`config.mk`:
```
export PLATFORM = sky130hd
export DESIGN_NAME = mxs_switch_slave
export DESIGN_NICKNAME = d
export VERILOG_FILES = /design/src/mxs_pkg.sv /design/src/mxs_switch_slave.sv
export SDC_FILE = /design/constraint.sdc
export NUM_CORES = 1
export LEC_CHECK = 0
export BUFFER_PORTS_ARGS = -buffer_cell sky130_fd_sc_hd__buf_2
export CORE_MARGIN = 2
export CORE_UTILIZATION = 43
export DETAILED_ROUTE_END_ITERATION = 12
export PLACE_DENSITY = 0.55
export SETUP_SLACK_MARGIN = 0.2
export SKIP_CTS_REPAIR_TIMING = 1
export SLEW_MARGIN = 15
export SYNTH_ARGS = -nofsm -noshare
export SYNTH_HDL_FRONTEND = slang
export SYNTH_SLANG_ARGS = --single-unit
```
`constraint.sdc`:
```
create_clock -name ref_clk -period 4.6 [get_ports ref_clk]
set_input_delay 0.46 -clock ref_clk [delete_from_list [all_inputs] [get_ports ref_clk]]
set_output_delay 0.46 -clock ref_clk [all_outputs]
set_load 0.05 [all_outputs]
```
`src/mxs_pkg.sv`:
```
// Constants for the serial-controlled five-mux switch slave.
// Assumes one 100 MHz system clock that oversamples the serial bus pins.
// Function
// - Slave only, never drives serial clock.
// - Start condition re-arms receiver for address.
// - Shift seven address bits MSB first, direction.
// - Acknowledge matching address on ninth pulse.
// - Unmatched device idles until next start.
// - Direction one reads, zero writes.
// - Each byte is eight bits plus acknowledge.
// - Data rising while clock high is stop.
// - Stop condition returns device to idle.
// - Address is 1010 plus three strap bits.
// - Write takes command byte then mode byte.
// - Bit 7 value; selectors 0,1 act group-wide.
// - Selectors 14..18 disable muxes 1..5.
// - Selector 20 sets general output from bit 7.
// - Code 1F disables all; listed codes reserved.
// - Later command on same element wins.
// - Commands pend until staged-load bit applies them.
// - Reset or soft reset opens all, output low.
// - Read returns two status bytes with acknowledge.
// - Readback bits 15..6 switches, bit 3 output.
package mxs_pkg;
  localparam logic [3:0] ADDR_FIXED = 4'hA;
  localparam int MUX_COUNT = 5;
  localparam int SW_COUNT = 10;
  localparam logic [6:0] SEL_ALL_A = 7'h00;
  localparam logic [6:0] SEL_ALL_B = 7'h01;
  localparam logic [6:0] SEL_SW_FIRST = 7'h02;
  localparam logic [6:0] SEL_SW_LAST = 7'h0B;
  localparam logic [6:0] SEL_DIS_FIRST = 7'h0E;
  localparam logic [6:0] SEL_DIS_LAST = 7'h12;
  localparam logic [6:0] SEL_GPO = 7'h14;
  localparam logic [7:0] CMD_DIS_ALL = 8'h1F;
  localparam int LOAD_BIT_POS = 1;
  localparam int RESET_N_BIT_POS = 0;
  localparam logic [9:0] SW_RESET = 10'h000;
  localparam logic GPO_RESET = 1'b0;
  localparam int RB_SW_LSB = 6;
  localparam int RB_GPO_POS = 3;
  typedef enum logic [2:0] {
    ST_IDLE = 3'b000,
    ST_ADDR = 3'b001,
    ST_WR = 3'b010,
    ST_RD = 3'b011,
    ST_RDACK = 3'b100
  } mxs_state_e;
endpackage

```
`src/mxs_switch_slave.sv`:
```
// Serial bus slave that drives five 2:1 mux switch enables and one output.
// Assumes bus and strap pins come from another domain; all sampled by ref_clk.
module mxs_switch_slave #(
  parameter bit HAS_GPO = 1'b1
) (
  input wire logic ref_clk,
  input wire logic nrst,
  input wire logic sclIn,
  input wire logic sdaIn,
  output logic sdaOut,
  output logic sdaOe_n,
  input wire logic addr_strap_0,
  input wire logic addr_strap_1,
  input wire logic addr_strap_2,
  output logic [9:0] switchClosed,
  output logic general_output_pin
);
  // Switch bit order: index 9 is mux1 A, index 0 is mux5 B
  // The switch image layout only works with two switches per mux
  if (mxs_pkg::SW_COUNT != 2 * mxs_pkg::MUX_COUNT) begin : g_bad_layout
    $error("Switch count must be twice the mux count");
  end

  // Two-flop synchronisers, then a history stage for edge detection
  logic [1:0] sclSync_q, sdaSync_q;
  logic sclPrev_q, sdaPrev_q;
  always_ff @(posedge ref_clk or negedge nrst) begin
    if (!nrst) begin
      sclSync_q <= 2'b11;
      sdaSync_q <= 2'b11;
      sclPrev_q <= 1'b1;
      sdaPrev_q <= 1'b1;
    end else begin
      sclSync_q <= {sclSync_q[0], sclIn};
      sdaSync_q <= {sdaSync_q[0], sdaIn};
      sclPrev_q <= sclSync_q[1];
      sdaPrev_q <= sdaSync_q[1];
    end
  end

  // Straps are pins as well; they settle long before an address byte completes
  logic [2:0] strapSync0_q, strapSync1_q;
  always_ff @(posedge ref_clk or negedge nrst) begin
    if (!nrst) begin
      strapSync0_q <= 3'h0;
      strapSync1_q <= 3'h0;
    end else begin
      strapSync0_q <= {addr_strap_2, addr_strap_1, addr_strap_0};
      strapSync1_q <= strapSync0_q;
    end
  end

  logic scl, sda, sclRise, sclFall, startSeen, stopSeen;
  assign scl = sclSync_q[1];
  assign sda = sdaSync_q[1];
  assign sclRise = scl && !sclPrev_q;
  assign sclFall = !scl && sclPrev_q;
  assign startSeen = scl && sclPrev_q && sdaPrev_q && !sda;
  assign stopSeen = scl && sclPrev_q && !sdaPrev_q && sda;

  // Apply one command to a switch/output image; later calls override earlier
  function automatic logic [10:0] apply_cmd(input logic [10:0] img, input logic [7:0] cmd);
    logic [10:0] r;
    logic [6:0] sel;
    r = img;
    sel = cmd[6:0];
    if (sel == mxs_pkg::SEL_ALL_A) begin
      for (int m = 0; m < mxs_pkg::MUX_COUNT; m++) r[9 - 2 * m] = cmd[7];
    end else if (sel == mxs_pkg::SEL_ALL_B) begin
      for (int m = 0; m < mxs_pkg::MUX_COUNT; m++) r[8 - 2 * m] = cmd[7];
    end else if (sel >= mxs_pkg::SEL_SW_FIRST && sel <= mxs_pkg::SEL_SW_LAST) begin
      r[4'(11 - sel)] = cmd[7];
    end else if (sel >= mxs_pkg::SEL_DIS_FIRST && sel <= mxs_pkg::SEL_DIS_LAST) begin
      r[4'(9 - 2 * (sel - mxs_pkg::SEL_DIS_FIRST))] = 1'b0;
      r[4'(8 - 2 * (sel - mxs_pkg::SEL_DIS_FIRST))] = 1'b0;
    end else if (sel == mxs_pkg::SEL_GPO && HAS_GPO) begin
      r[10] = cmd[7];
    end else if (cmd == mxs_pkg::CMD_DIS_ALL) begin
      r[9:0] = 10'h000;
    end
    // Anything else is reserved and leaves the image alone
    return r;
  endfunction

  // Bus protocol state
  mxs_pkg::mxs_state_e state_q, state_d;
  logic [3:0] bitCnt_q, bitCnt_d;
  logic [7:0] shift_q, shift_d;
  logic [7:0] cmdByte_q, cmdByte_d;
  logic byteIdx_q, byteIdx_d;
  logic ackPend_q, ackPend_d;
  logic drvLow_q, drvLow_d;
  logic oeN_q, oeN_d;
  logic [15:0] rdWord_q, rdWord_d;
  logic [10:0] pend_q, pend_d;
  logic [9:0] sw_q, sw_d;
  logic gpo_q, gpo_d;
  logic [6:0] ownAddr;
  logic [10:0] merged;
  assign ownAddr = {mxs_pkg::ADDR_FIXED, strapSync1_q};
  assign merged = apply_cmd(pend_q, cmdByte_q);

  // Next-state logic: bits taken on scl rise, sda changed on scl fall
  always_comb begin
    state_d = state_q;
    bitCnt_d = bitCnt_q;
    shift_d = shift_q;
    cmdByte_d = cmdByte_q;
    byteIdx_d = byteIdx_q;
    ackPend_d = ackPend_q;
    drvLow_d = drvLow_q;
    rdWord_d = rdWord_q;
    pend_d = pend_q;
    sw_d = sw_q;
    gpo_d = gpo_q;
    if (startSeen) begin
      state_d = mxs_pkg::ST_ADDR;
      bitCnt_d = 4'h0;
      drvLow_d = 1'b0;
      ackPend_d = 1'b0;
    end else if (stopSeen) begin
      state_d = mxs_pkg::ST_IDLE;
      drvLow_d = 1'b0;
    end else if (state_q != mxs_pkg::ST_IDLE) begin
      if (sclRise) begin
        if (bitCnt_q < 4'h8) begin
          shift_d = {shift_q[6:0], sda};
          bitCnt_d = bitCnt_q + 4'h1;
        end else begin
          bitCnt_d = 4'h0; // Ninth pulse closes the byte
          if (state_q == mxs_pkg::ST_RDACK && sda) begin
            state_d = mxs_pkg::ST_IDLE;
          end
        end
      end else if (sclFall) begin
        drvLow_d = 1'b0;
        if (bitCnt_q == 4'h8) begin
          unique case (state_q)
            mxs_pkg::ST_ADDR: begin
              if (shift_q[7:1] == ownAddr) begin
                drvLow_d = 1'b1;
                byteIdx_d = 1'b0;
                ackPend_d = shift_q[0];
                state_d = shift_q[0] ? mxs_pkg::ST_RDACK : mxs_pkg::ST_WR;
                rdWord_d = {sw_q, 2'b00, gpo_q, 3'b000};
              end else begin
                state_d = mxs_pkg::ST_IDLE;
              end
            end
            mxs_pkg::ST_WR: begin
              drvLow_d = 1'b1;
              byteIdx_d = ~byteIdx_q;
              if (!byteIdx_q) begin
                cmdByte_d = shift_q;
              end else begin
                pend_d = merged;
                if (!shift_q[mxs_pkg::RESET_N_BIT_POS]) begin
                  pend_d = {mxs_pkg::GPO_RESET, mxs_pkg::SW_RESET};
                  sw_d = mxs_pkg::SW_RESET;
                  gpo_d = mxs_pkg::GPO_RESET;
                end else if (shift_q[mxs_pkg::LOAD_BIT_POS]) begin
                  sw_d = merged[9:0];
                  gpo_d = merged[10];
                end
              end
            end
            mxs_pkg::ST_RD: begin
              state_d = mxs_pkg::ST_RDACK; // Release for master acknowledge
            end
            mxs_pkg::ST_RDACK: begin
              state_d = mxs_pkg::ST_RD;
            end
            default: begin
              state_d = mxs_pkg::ST_IDLE;
            end
          endcase
        end else if (state_q == mxs_pkg::ST_RDACK && bitCnt_q == 4'h0) begin
          // First data bit after the address or a master acknowledge
          state_d = mxs_pkg::ST_RD;
          // After a master acknowledge the byte index flips at this same fall, so choose by its next value
          drvLow_d = !((byteIdx_q ^ !ackPend_q) ? rdWord_q[7] : rdWord_q[15]);
          if (!ackPend_q) byteIdx_d = ~byteIdx_q;
          ackPend_d = 1'b0;
        end else if (state_q == mxs_pkg::ST_RD && bitCnt_q < 4'h8) begin
          drvLow_d = !(byteIdx_q ? rdWord_q[4'(7 - bitCnt_q)] : rdWord_q[4'(15 - bitCnt_q)]);
        end
      end
    end
    // Active-low enable kept in its own flop so the pin comes straight from a register
    oeN_d = ~drvLow_d;
  end

  // Reset puts every switch open and the output low
  always_ff @(posedge ref_clk or negedge nrst) begin
    if (!nrst) begin
      state_q <= mxs_pkg::ST_IDLE;
      bitCnt_q <= 4'h0;
      shift_q <= 8'h00;
      cmdByte_q <= 8'h00;
      byteIdx_q <= 1'b0;
      ackPend_q <= 1'b0;
      drvLow_q <= 1'b0;
      oeN_q <= 1'b1;
      rdWord_q <= 16'h0000;
      pend_q <= {mxs_pkg::GPO_RESET, mxs_pkg::SW_RESET};
      sw_q <= mxs_pkg::SW_RESET;
      gpo_q <= mxs_pkg::GPO_RESET;
    end else begin
      state_q <= state_d;
      bitCnt_q <= bitCnt_d;
      shift_q <= shift_d;
      cmdByte_q <= cmdByte_d;
      byteIdx_q <= byteIdx_d;
      ackPend_q <= ackPend_d;
      drvLow_q <= drvLow_d;
      oeN_q <= oeN_d;
      rdWord_q <= rdWord_d;
      pend_q <= pend_d;
      sw_q <= sw_d;
      gpo_q <= gpo_d;
    end
  end

  // Open-drain data: only ever pulls low; there is no clock output at all
  assign sdaOut = 1'b0;
  assign sdaOe_n = oeN_q;
  assign switchClosed = sw_q;
  assign general_output_pin = gpo_q;
endmodule

```
### After elaboration in Yosys (flattened, before gate mapping)

Cells that the tools add are included.
Widths: inputs -> output; s select.

| storage, ports and cells | value |
|---|---|
| register bits after elaboration | 72 |
| input bits | 7 |
| word-level logic and storage cells | 195 |

| operators by class | value |
|---|---|
| reduce and logical (&&, ||, !) cells | 42 |
| add/subtract/negate cells | 7 |
| bitwise gates (word level) | 10 |
| eq/ne operators | 20 |
| mux-type cells | 85 |
| $lt $le $gt $ge | 13 |

Operator list:

| cell | count |
|---|---|
| $mux 1 | 52 |
| $mux 10 | 4 |
| $mux 11 | 3 |
| $mux 3 | 11 |
| $lt 4x5->1 const B | 5 |
| $reduce_and 8->1 | 3 |
| $and 11x11->11 | 2 |
| $not 11->11 | 2 |
| $mux 4 | 5 |
| $reduce_and 9->1 | 2 |
| $sub 4x4->4 const A | 4 |
| $logic_and 1x1->1 | 15 |
| $demux 1 s4 | 3 |
| $ge 4x1->1 const B | 3 |
| $pmux 3 s4 | 1 |
| $bwmux 11 | 1 |
| $reduce_bool 3->1 | 3 |
| $bmux 1 s4 | 2 |
| $eq 8x5->1 const B | 1 |
| $reduce_bool 2->1 | 4 |
| $eq 7x1->1 const B | 1 |
| $eq 7x5->1 const B | 1 |
| $eq 7x7->1 | 1 |
| $ge 7x2->1 const B | 1 |
| other kinds (32) | 47 |

### Longest topological paths before layout

| logic depth | value |
|---|---|
| word-level depth | 15 |
| mapped depth | 11 |

### Worst setup path before layout

OpenSTA, ideal clock, no wires.

| timing | value |
|---|---|
| kind | reg-to-reg |
| start | reg cmdByte_q[0] |
| end | reg sw_q[9], in the netlist switchClosed[9] |
| cell stages (with the launch flop) | 10 |
| library setup time | 0.138 ns |
| arrival time | 2.180 ns |
| setup slack | 2.283 ns |
| buffers on the path | 1 |
| cells stage by stage | dfrtp_1 > clkbuf_1 > inv_1 > ha_1 > nor4b_1 > nand2_2 > o21ai_0 > inv_1 > nand4_1 > a31oi_1 |

| between the ends | value |
|---|---|
| cells in the longest elaborated chain, start to end | 15 |

Ends and longest elaborated chain:

| what | RTL line | RTL |
|---|---|---|
| from (decl) | mxs_switch_slave.sv:89 | `logic [7:0] cmdByte_q, cmdByte_d;` |
| from (signal assigned) | mxs_switch_slave.sv:212 | `cmdByte_q <= cmdByte_d;` |
| $sub 3x3->3 | mxs_switch_slave.sv:74, mxs_switch_slave.sv:75 |  |
| $sub 4x4->4 | mxs_switch_slave.sv:74 | `r[4'(9 - 2 * (sel - mxs_pkg::SEL_DIS_FIRST))] = 1'b0;` |
| $lt 4x5->1 (implied by the code) / $ge 4x1->1 (equally long branches) | mxs_switch_slave.sv:74 |  |
| $logic_and 1x1->1 (implied by the code) | mxs_switch_slave.sv:74 |  |
| $mux 1 (implied by the code) | mxs_switch_slave.sv:74 |  |
| $demux 1 s4 | mxs_switch_slave.sv:74 |  |
| $not 11->11 (no line) | n/a |  |
| $and 11x11->11 (no line) (2 in series) | n/a |  |
| $mux 11 | mxs_switch_slave.sv:73 | `end else if (sel >= mxs_pkg::SEL_DIS_FIRST && sel <= mxs_pkg::SEL_DIS_LAST) begin` |
| $mux 11 | mxs_switch_slave.sv:71 | `end else if (sel >= mxs_pkg::SEL_SW_FIRST && sel <= mxs_pkg::SEL_SW_LAST) begin` |
| $mux 2 | mxs_switch_slave.sv:69 | `end else if (sel == mxs_pkg::SEL_ALL_B) begin` |
| $mux 1 * | mxs_switch_slave.sv:67 | `if (sel == mxs_pkg::SEL_ALL_A) begin` |
| $mux 10 * | mxs_switch_slave.sv:161 | `end else if (shift_q[mxs_pkg::LOAD_BIT_POS]) begin` |
| $mux 10 * | mxs_switch_slave.sv:157 | `if (!shift_q[mxs_pkg::RESET_N_BIT_POS]) begin` |
| to (signal assigned) | mxs_switch_slave.sv:206 | `sw_q <= mxs_pkg::SW_RESET;` |
| to (signal assigned) | mxs_switch_slave.sv:219 | `sw_q <= sw_d;` |
| to (decl) | mxs_switch_slave.sv:96 | `logic [9:0] sw_q, sw_d;` |

Every way passes the cells marked *; elsewhere a longest branch is shown, timed or not. The select of a mux whose other input is x is not followed.
A chain may end at the register's enable or synchronous reset.

### Worst setup path in the final report

| timing | value |
|---|---|
| start | reg cmdByte_q[0] |
| end | reg pend_q[9] |

| between the ends | value |
|---|---|
| cells in the longest elaborated chain, start to end | 14 |

Ends and longest elaborated chain:

| what | RTL line | RTL |
|---|---|---|
| $sub 3x3->3 | mxs_switch_slave.sv:74, mxs_switch_slave.sv:75 |  |
| $sub 4x4->4 | mxs_switch_slave.sv:74 |  |
| $lt 4x5->1 (implied by the code) / $ge 4x1->1 (equally long branches) | mxs_switch_slave.sv:74 |  |
| $logic_and 1x1->1 (implied by the code) | mxs_switch_slave.sv:74 |  |
| $mux 1 (implied by the code) | mxs_switch_slave.sv:74 |  |
| $demux 1 s4 | mxs_switch_slave.sv:74 |  |
| $not 11->11 (no line) | n/a |  |
| $and 11x11->11 (no line) (2 in series) | n/a |  |
| $mux 11 | mxs_switch_slave.sv:73 |  |
| $mux 11 | mxs_switch_slave.sv:71 |  |
| $mux 2 | mxs_switch_slave.sv:69 |  |
| $mux 1 * | mxs_switch_slave.sv:67 |  |
| $mux 11 * | mxs_switch_slave.sv:157 |  |
| to (signal assigned) | mxs_switch_slave.sv:205 | `pend_q <= {mxs_pkg::GPO_RESET, mxs_pkg::SW_RESET};` |
| to (signal assigned) | mxs_switch_slave.sv:218 | `pend_q <= pend_d;` |
| to (decl) | mxs_switch_slave.sv:95 | `logic [10:0] pend_q, pend_d;` |

Every way passes the cells marked *; elsewhere a longest branch is shown, timed or not.

==> impl_metrics.yaml <==
floorplan:
  core_sq_um: 9240
  start_util_pct: 44.4
  std_cell_rows: 35
  io_pins: 20
  fp.dieH_um: 102
  die_area_sq_um: 10300
  die_w_um: 102
clock_network:
  clk_path_buf_depth: 2
  clk_pin_slew_ns: 0.08
  root_buffer: "clkbuf_8"
  numCtsBuffers: 9
  h-tree-depth: 3
  clock_latency_ns: 0.36
  clock-sinks: 72
  cts_tree: "built"
power_and_ir_drop:
  worst_ir_drop_vdd_v: 0.000157
  seqPwrFrac_pct: 50.7
  intPower_mw: 1.08
  power.density_nw_per_um2: 357
  power.switching_mw: 0.500
  switching_share_pct: 31.6
  p_leak_nw: 1.99
  p_clk_share_pct: 31.5
  power_frac_comb_pct: 17.8
worst_setup_path:
  crit_type: "reg2reg"
  startpoint: "cmdByte_q[0]"
  crit_path_max_fanout: 11
  r2r_start: "cmdByte_q[0]"
  cp-endpoint: "pend_q[9]"
  arrival_ns: 3.05
  rrSetupSlack_ns: 1.79
  crit_path_end_kind: "register"
  cp_data_required_time_ns: 4.84
  r2r-end: "pend_q[9]"
  crit_path_start_kind: "register"
  reg2reg_depth: 8
yosys:
  yosys_warnings: 0
  synth-seq-area-share_pct: 44.2
  syn_inst: 415
  syn-mean-instance-area_sq_um: 9.88
  yosysUniqueCellTypes: 67
  syn_nets: 434
  synth_ff_type: "dfrtp_1"
  synth_edf_count: 0
  ys_seq_elements: 72
  async_flop_share_pct: 100
  syn_area_sq_um: 4100
global_route:
  grt_use_met1_pct: 29.4
  grtUsageTotal_pct: 21.2
  use_met3_pct: 4.76
  grt_max_degree: 73
  grt_overflow: 0
  grt_busiest_layer: "met2"
  grt_pass1_vias: 3224
  grt.met2_usage_pct: 32.6
  antenna_found_initial: 0
  grt_pass1_wl_um: 16900
timing:
  period_share_pct: 61.2
  tns_ns: 0
  setup_viol: 0
  max_clock_freq_ghz: 0.355
  rsz0062_at_grt: "false"
  period_minus_slack_ns: 2.81
  worstMarginPinSlew_ns: 0.990
  finClkSkew_ns: 0.00787
  drv_slew: 0
  hold_viol_final: 0
  slew-limit-headroom_pct: 33.7
finish:
  antenna-diode-count: 0
  final_cell_area_sq_um: 4430
  fin_util_pct: 48.0
  fin_nets: 441
  areaGrowthSynthToFinish_pct: 8.15
  drive_above_1_share_pct: 19.5
status:
  outcome: "completed"
routing:
  drc: 0
  first_iter_violations: 218
  vias_per_cell: 5.86
  dr.pass1.iters: 4
  dr_total_vias: 3255
  ant_nets: 0
  routed_wl_um: 9930
  wire_per_inst_um: 17.9
placement:
  gp_congestion: 0.913
  place.detailed.hpwl_um: 7050
  io_buffers: 18
  dpl_cell_area_sq_um: 4250
min_path:
  hold_path.class: "in2reg"
  holdCritStartpoint: "sdaIn"
flow_run:
  maxCapViolCount: 0
==> worst min-delay path by stage <==
stage	end	cells after the start	slack (ns)
6_report	sdaSync_q[0]	1	0.20
2_1_floorplan	ackPend_q	0	0.16
4_1_cts	sdaSync_q[0]	1	0.18
3_5_place_dp	strapSync1_q[1]	0	0.34
5_1_grt	sdaSync_q[0]	1	0.18
3_3_place_gp	strapSync1_q[2]	0	0.34
==> flip-flops by register name (all words and copies together), names as in the netlist <==
name                flops
general_output_pin      1
strapSync1_q            3
sdaPrev_q               1
bitCnt_q                4
ackPend_q               1
pend_q                 11
strapSync0_q            3
cmdByte_q               8
sdaSync_q               2
state_q                 3
switchClosed           10
shift_q                 8
sdaOe_n                 1
sclPrev_q               1
sclSync_q               2
byteIdx_q               1
drvLow_q                1
rdWord_q               11
==> power by group through the flow <==
| stage | Sequential (mW) | Combinational, mW | Clock (mW) |
|---|---|---|---|
| after floorplan | 0.765 | 0.238 | 0 |
| final | 0.802 | 0.282 | 0.498 |
| after global routing | 0.818 | 0.323 | 0.541 |
| after detailed placement | 0.813 | 0.284 | 0 |
| after CTS | 0.802 | 0.285 | 0.516 |
| after global placement | 0.812 | 0.281 | 0 |
==> cells in the mapped netlist (3+ instances only) <==
cell,number,area [sq um]
nand3b_1,6,45.0
and3_1,6,37.5
nor4_1,3,18.8
and3b_1,3,26.3
nor2b_1,9,56.3
buf_2,5,25.0
o211ai_1,4,30.0
inv_1,13,48.8
a211oi_1,5,37.5
nand3_1,16,80.1
a31oi_1,12,75.1
nand2b_1,4,25.0
dfstp_2,7,184
a21boi_0,4,30.0
mux2_2,26,293
o21ai_0,29,145
o31ai_1,4,30.0
a311oi_1,4,35.0
nor3_1,3,15.0
dfrtp_1,65,1630
mux2i_1,9,90.1
nand2_1,35,131
nor2_1,32,120
clkbuf_1,15,56.3
nor4b_1,3,26.3
a21oi_1,14,70.1
xor2_1,5,43.8
nand4_1,7,43.8
a31o_2,5,43.8
ha_1,12,150
==> logic make-up (layout without fill, tap and decap cells) <==
family                     Yosys count  after routing  share of synthesized area (%)
adders and majority gates           12             12                           3.66
muxes                               37             37                           10.4
AOI/OAI and AO/OA                  103            103                           16.9
and+or+nand+nor                    147            147                           19.2
xor gates and xnor gates             7              7                           1.50
buffers and inverters               36             47                           4.00
DFF                                 72             72                           44.2
other                                1              1                         0.0915
==> through the flow <==
stage | hold slack (ns) | setup slack (ns) | power [mW] | instances
floorplan | 0.164 | 2.28 | 1.00 | 415
detailed placement | 0.337 | 1.81 | 1.10 | 540
CTS | 0.178 | 1.82 | 1.60 | 555
global route | 0.183 | 1.50 | 1.68 | 555
global placement | 0.336 | 1.87 | 1.09 | 540
finish | 0.197 | 1.79 | 1.58 | 555
==> placed cells by master, fill, tap and decap left out, drive strengths merged, types with 5 or more instances in the layout <==
| cell type | count |
|---|---|
| ha | 12 |
| mux2i | 9 |
| nand3b | 6 |
| dfstp | 7 |
| nand4 | 7 |
| a31oi | 12 |
| buf | 19 |
| nor2 | 32 |
| a21oi | 14 |
| mux2 | 26 |
| inv | 13 |
| xor2 | 5 |
| nand3 | 16 |
| a31o | 5 |
| nor2b | 9 |
| nand2 | 36 |
| a211oi | 6 |
| and3 | 8 |
| dfrtp | 65 |
| clkbuf | 12 |
| o21ai | 29 |
==> final cells by class <==
class | instances | area, sq um
clock inverters | 3 | 42.5
flip-flops and latches | 72 | 1810
fillers | 863 | 4810
repair buffers | 19 | 100
inverters | 13 | 48.8
clock buffers | 12 | 145
multi-input cells | 307 | 2120
well taps | 129 | 161
==> layer usage <==
layer | wire [um] | share of wire, %
met1 | 4700 | 47
met2 | 4580 | 46
met3 | 457 | 4.6
met4 | 192 | 1.9
met5 | 0 | 0
==> worst max-delay path, stage by stage (launching register included) <==
cell and delay (ns):
dfrtp_1 0.49, inv_1 0.14, ha_1 0.29, nor4b_1 0.51
nand2_2 0.27, o21ai_0 0.61, inv_1 0.13, nand4_1 0.15
o211ai_1 0.09
(Power assumes the default switching activity.)
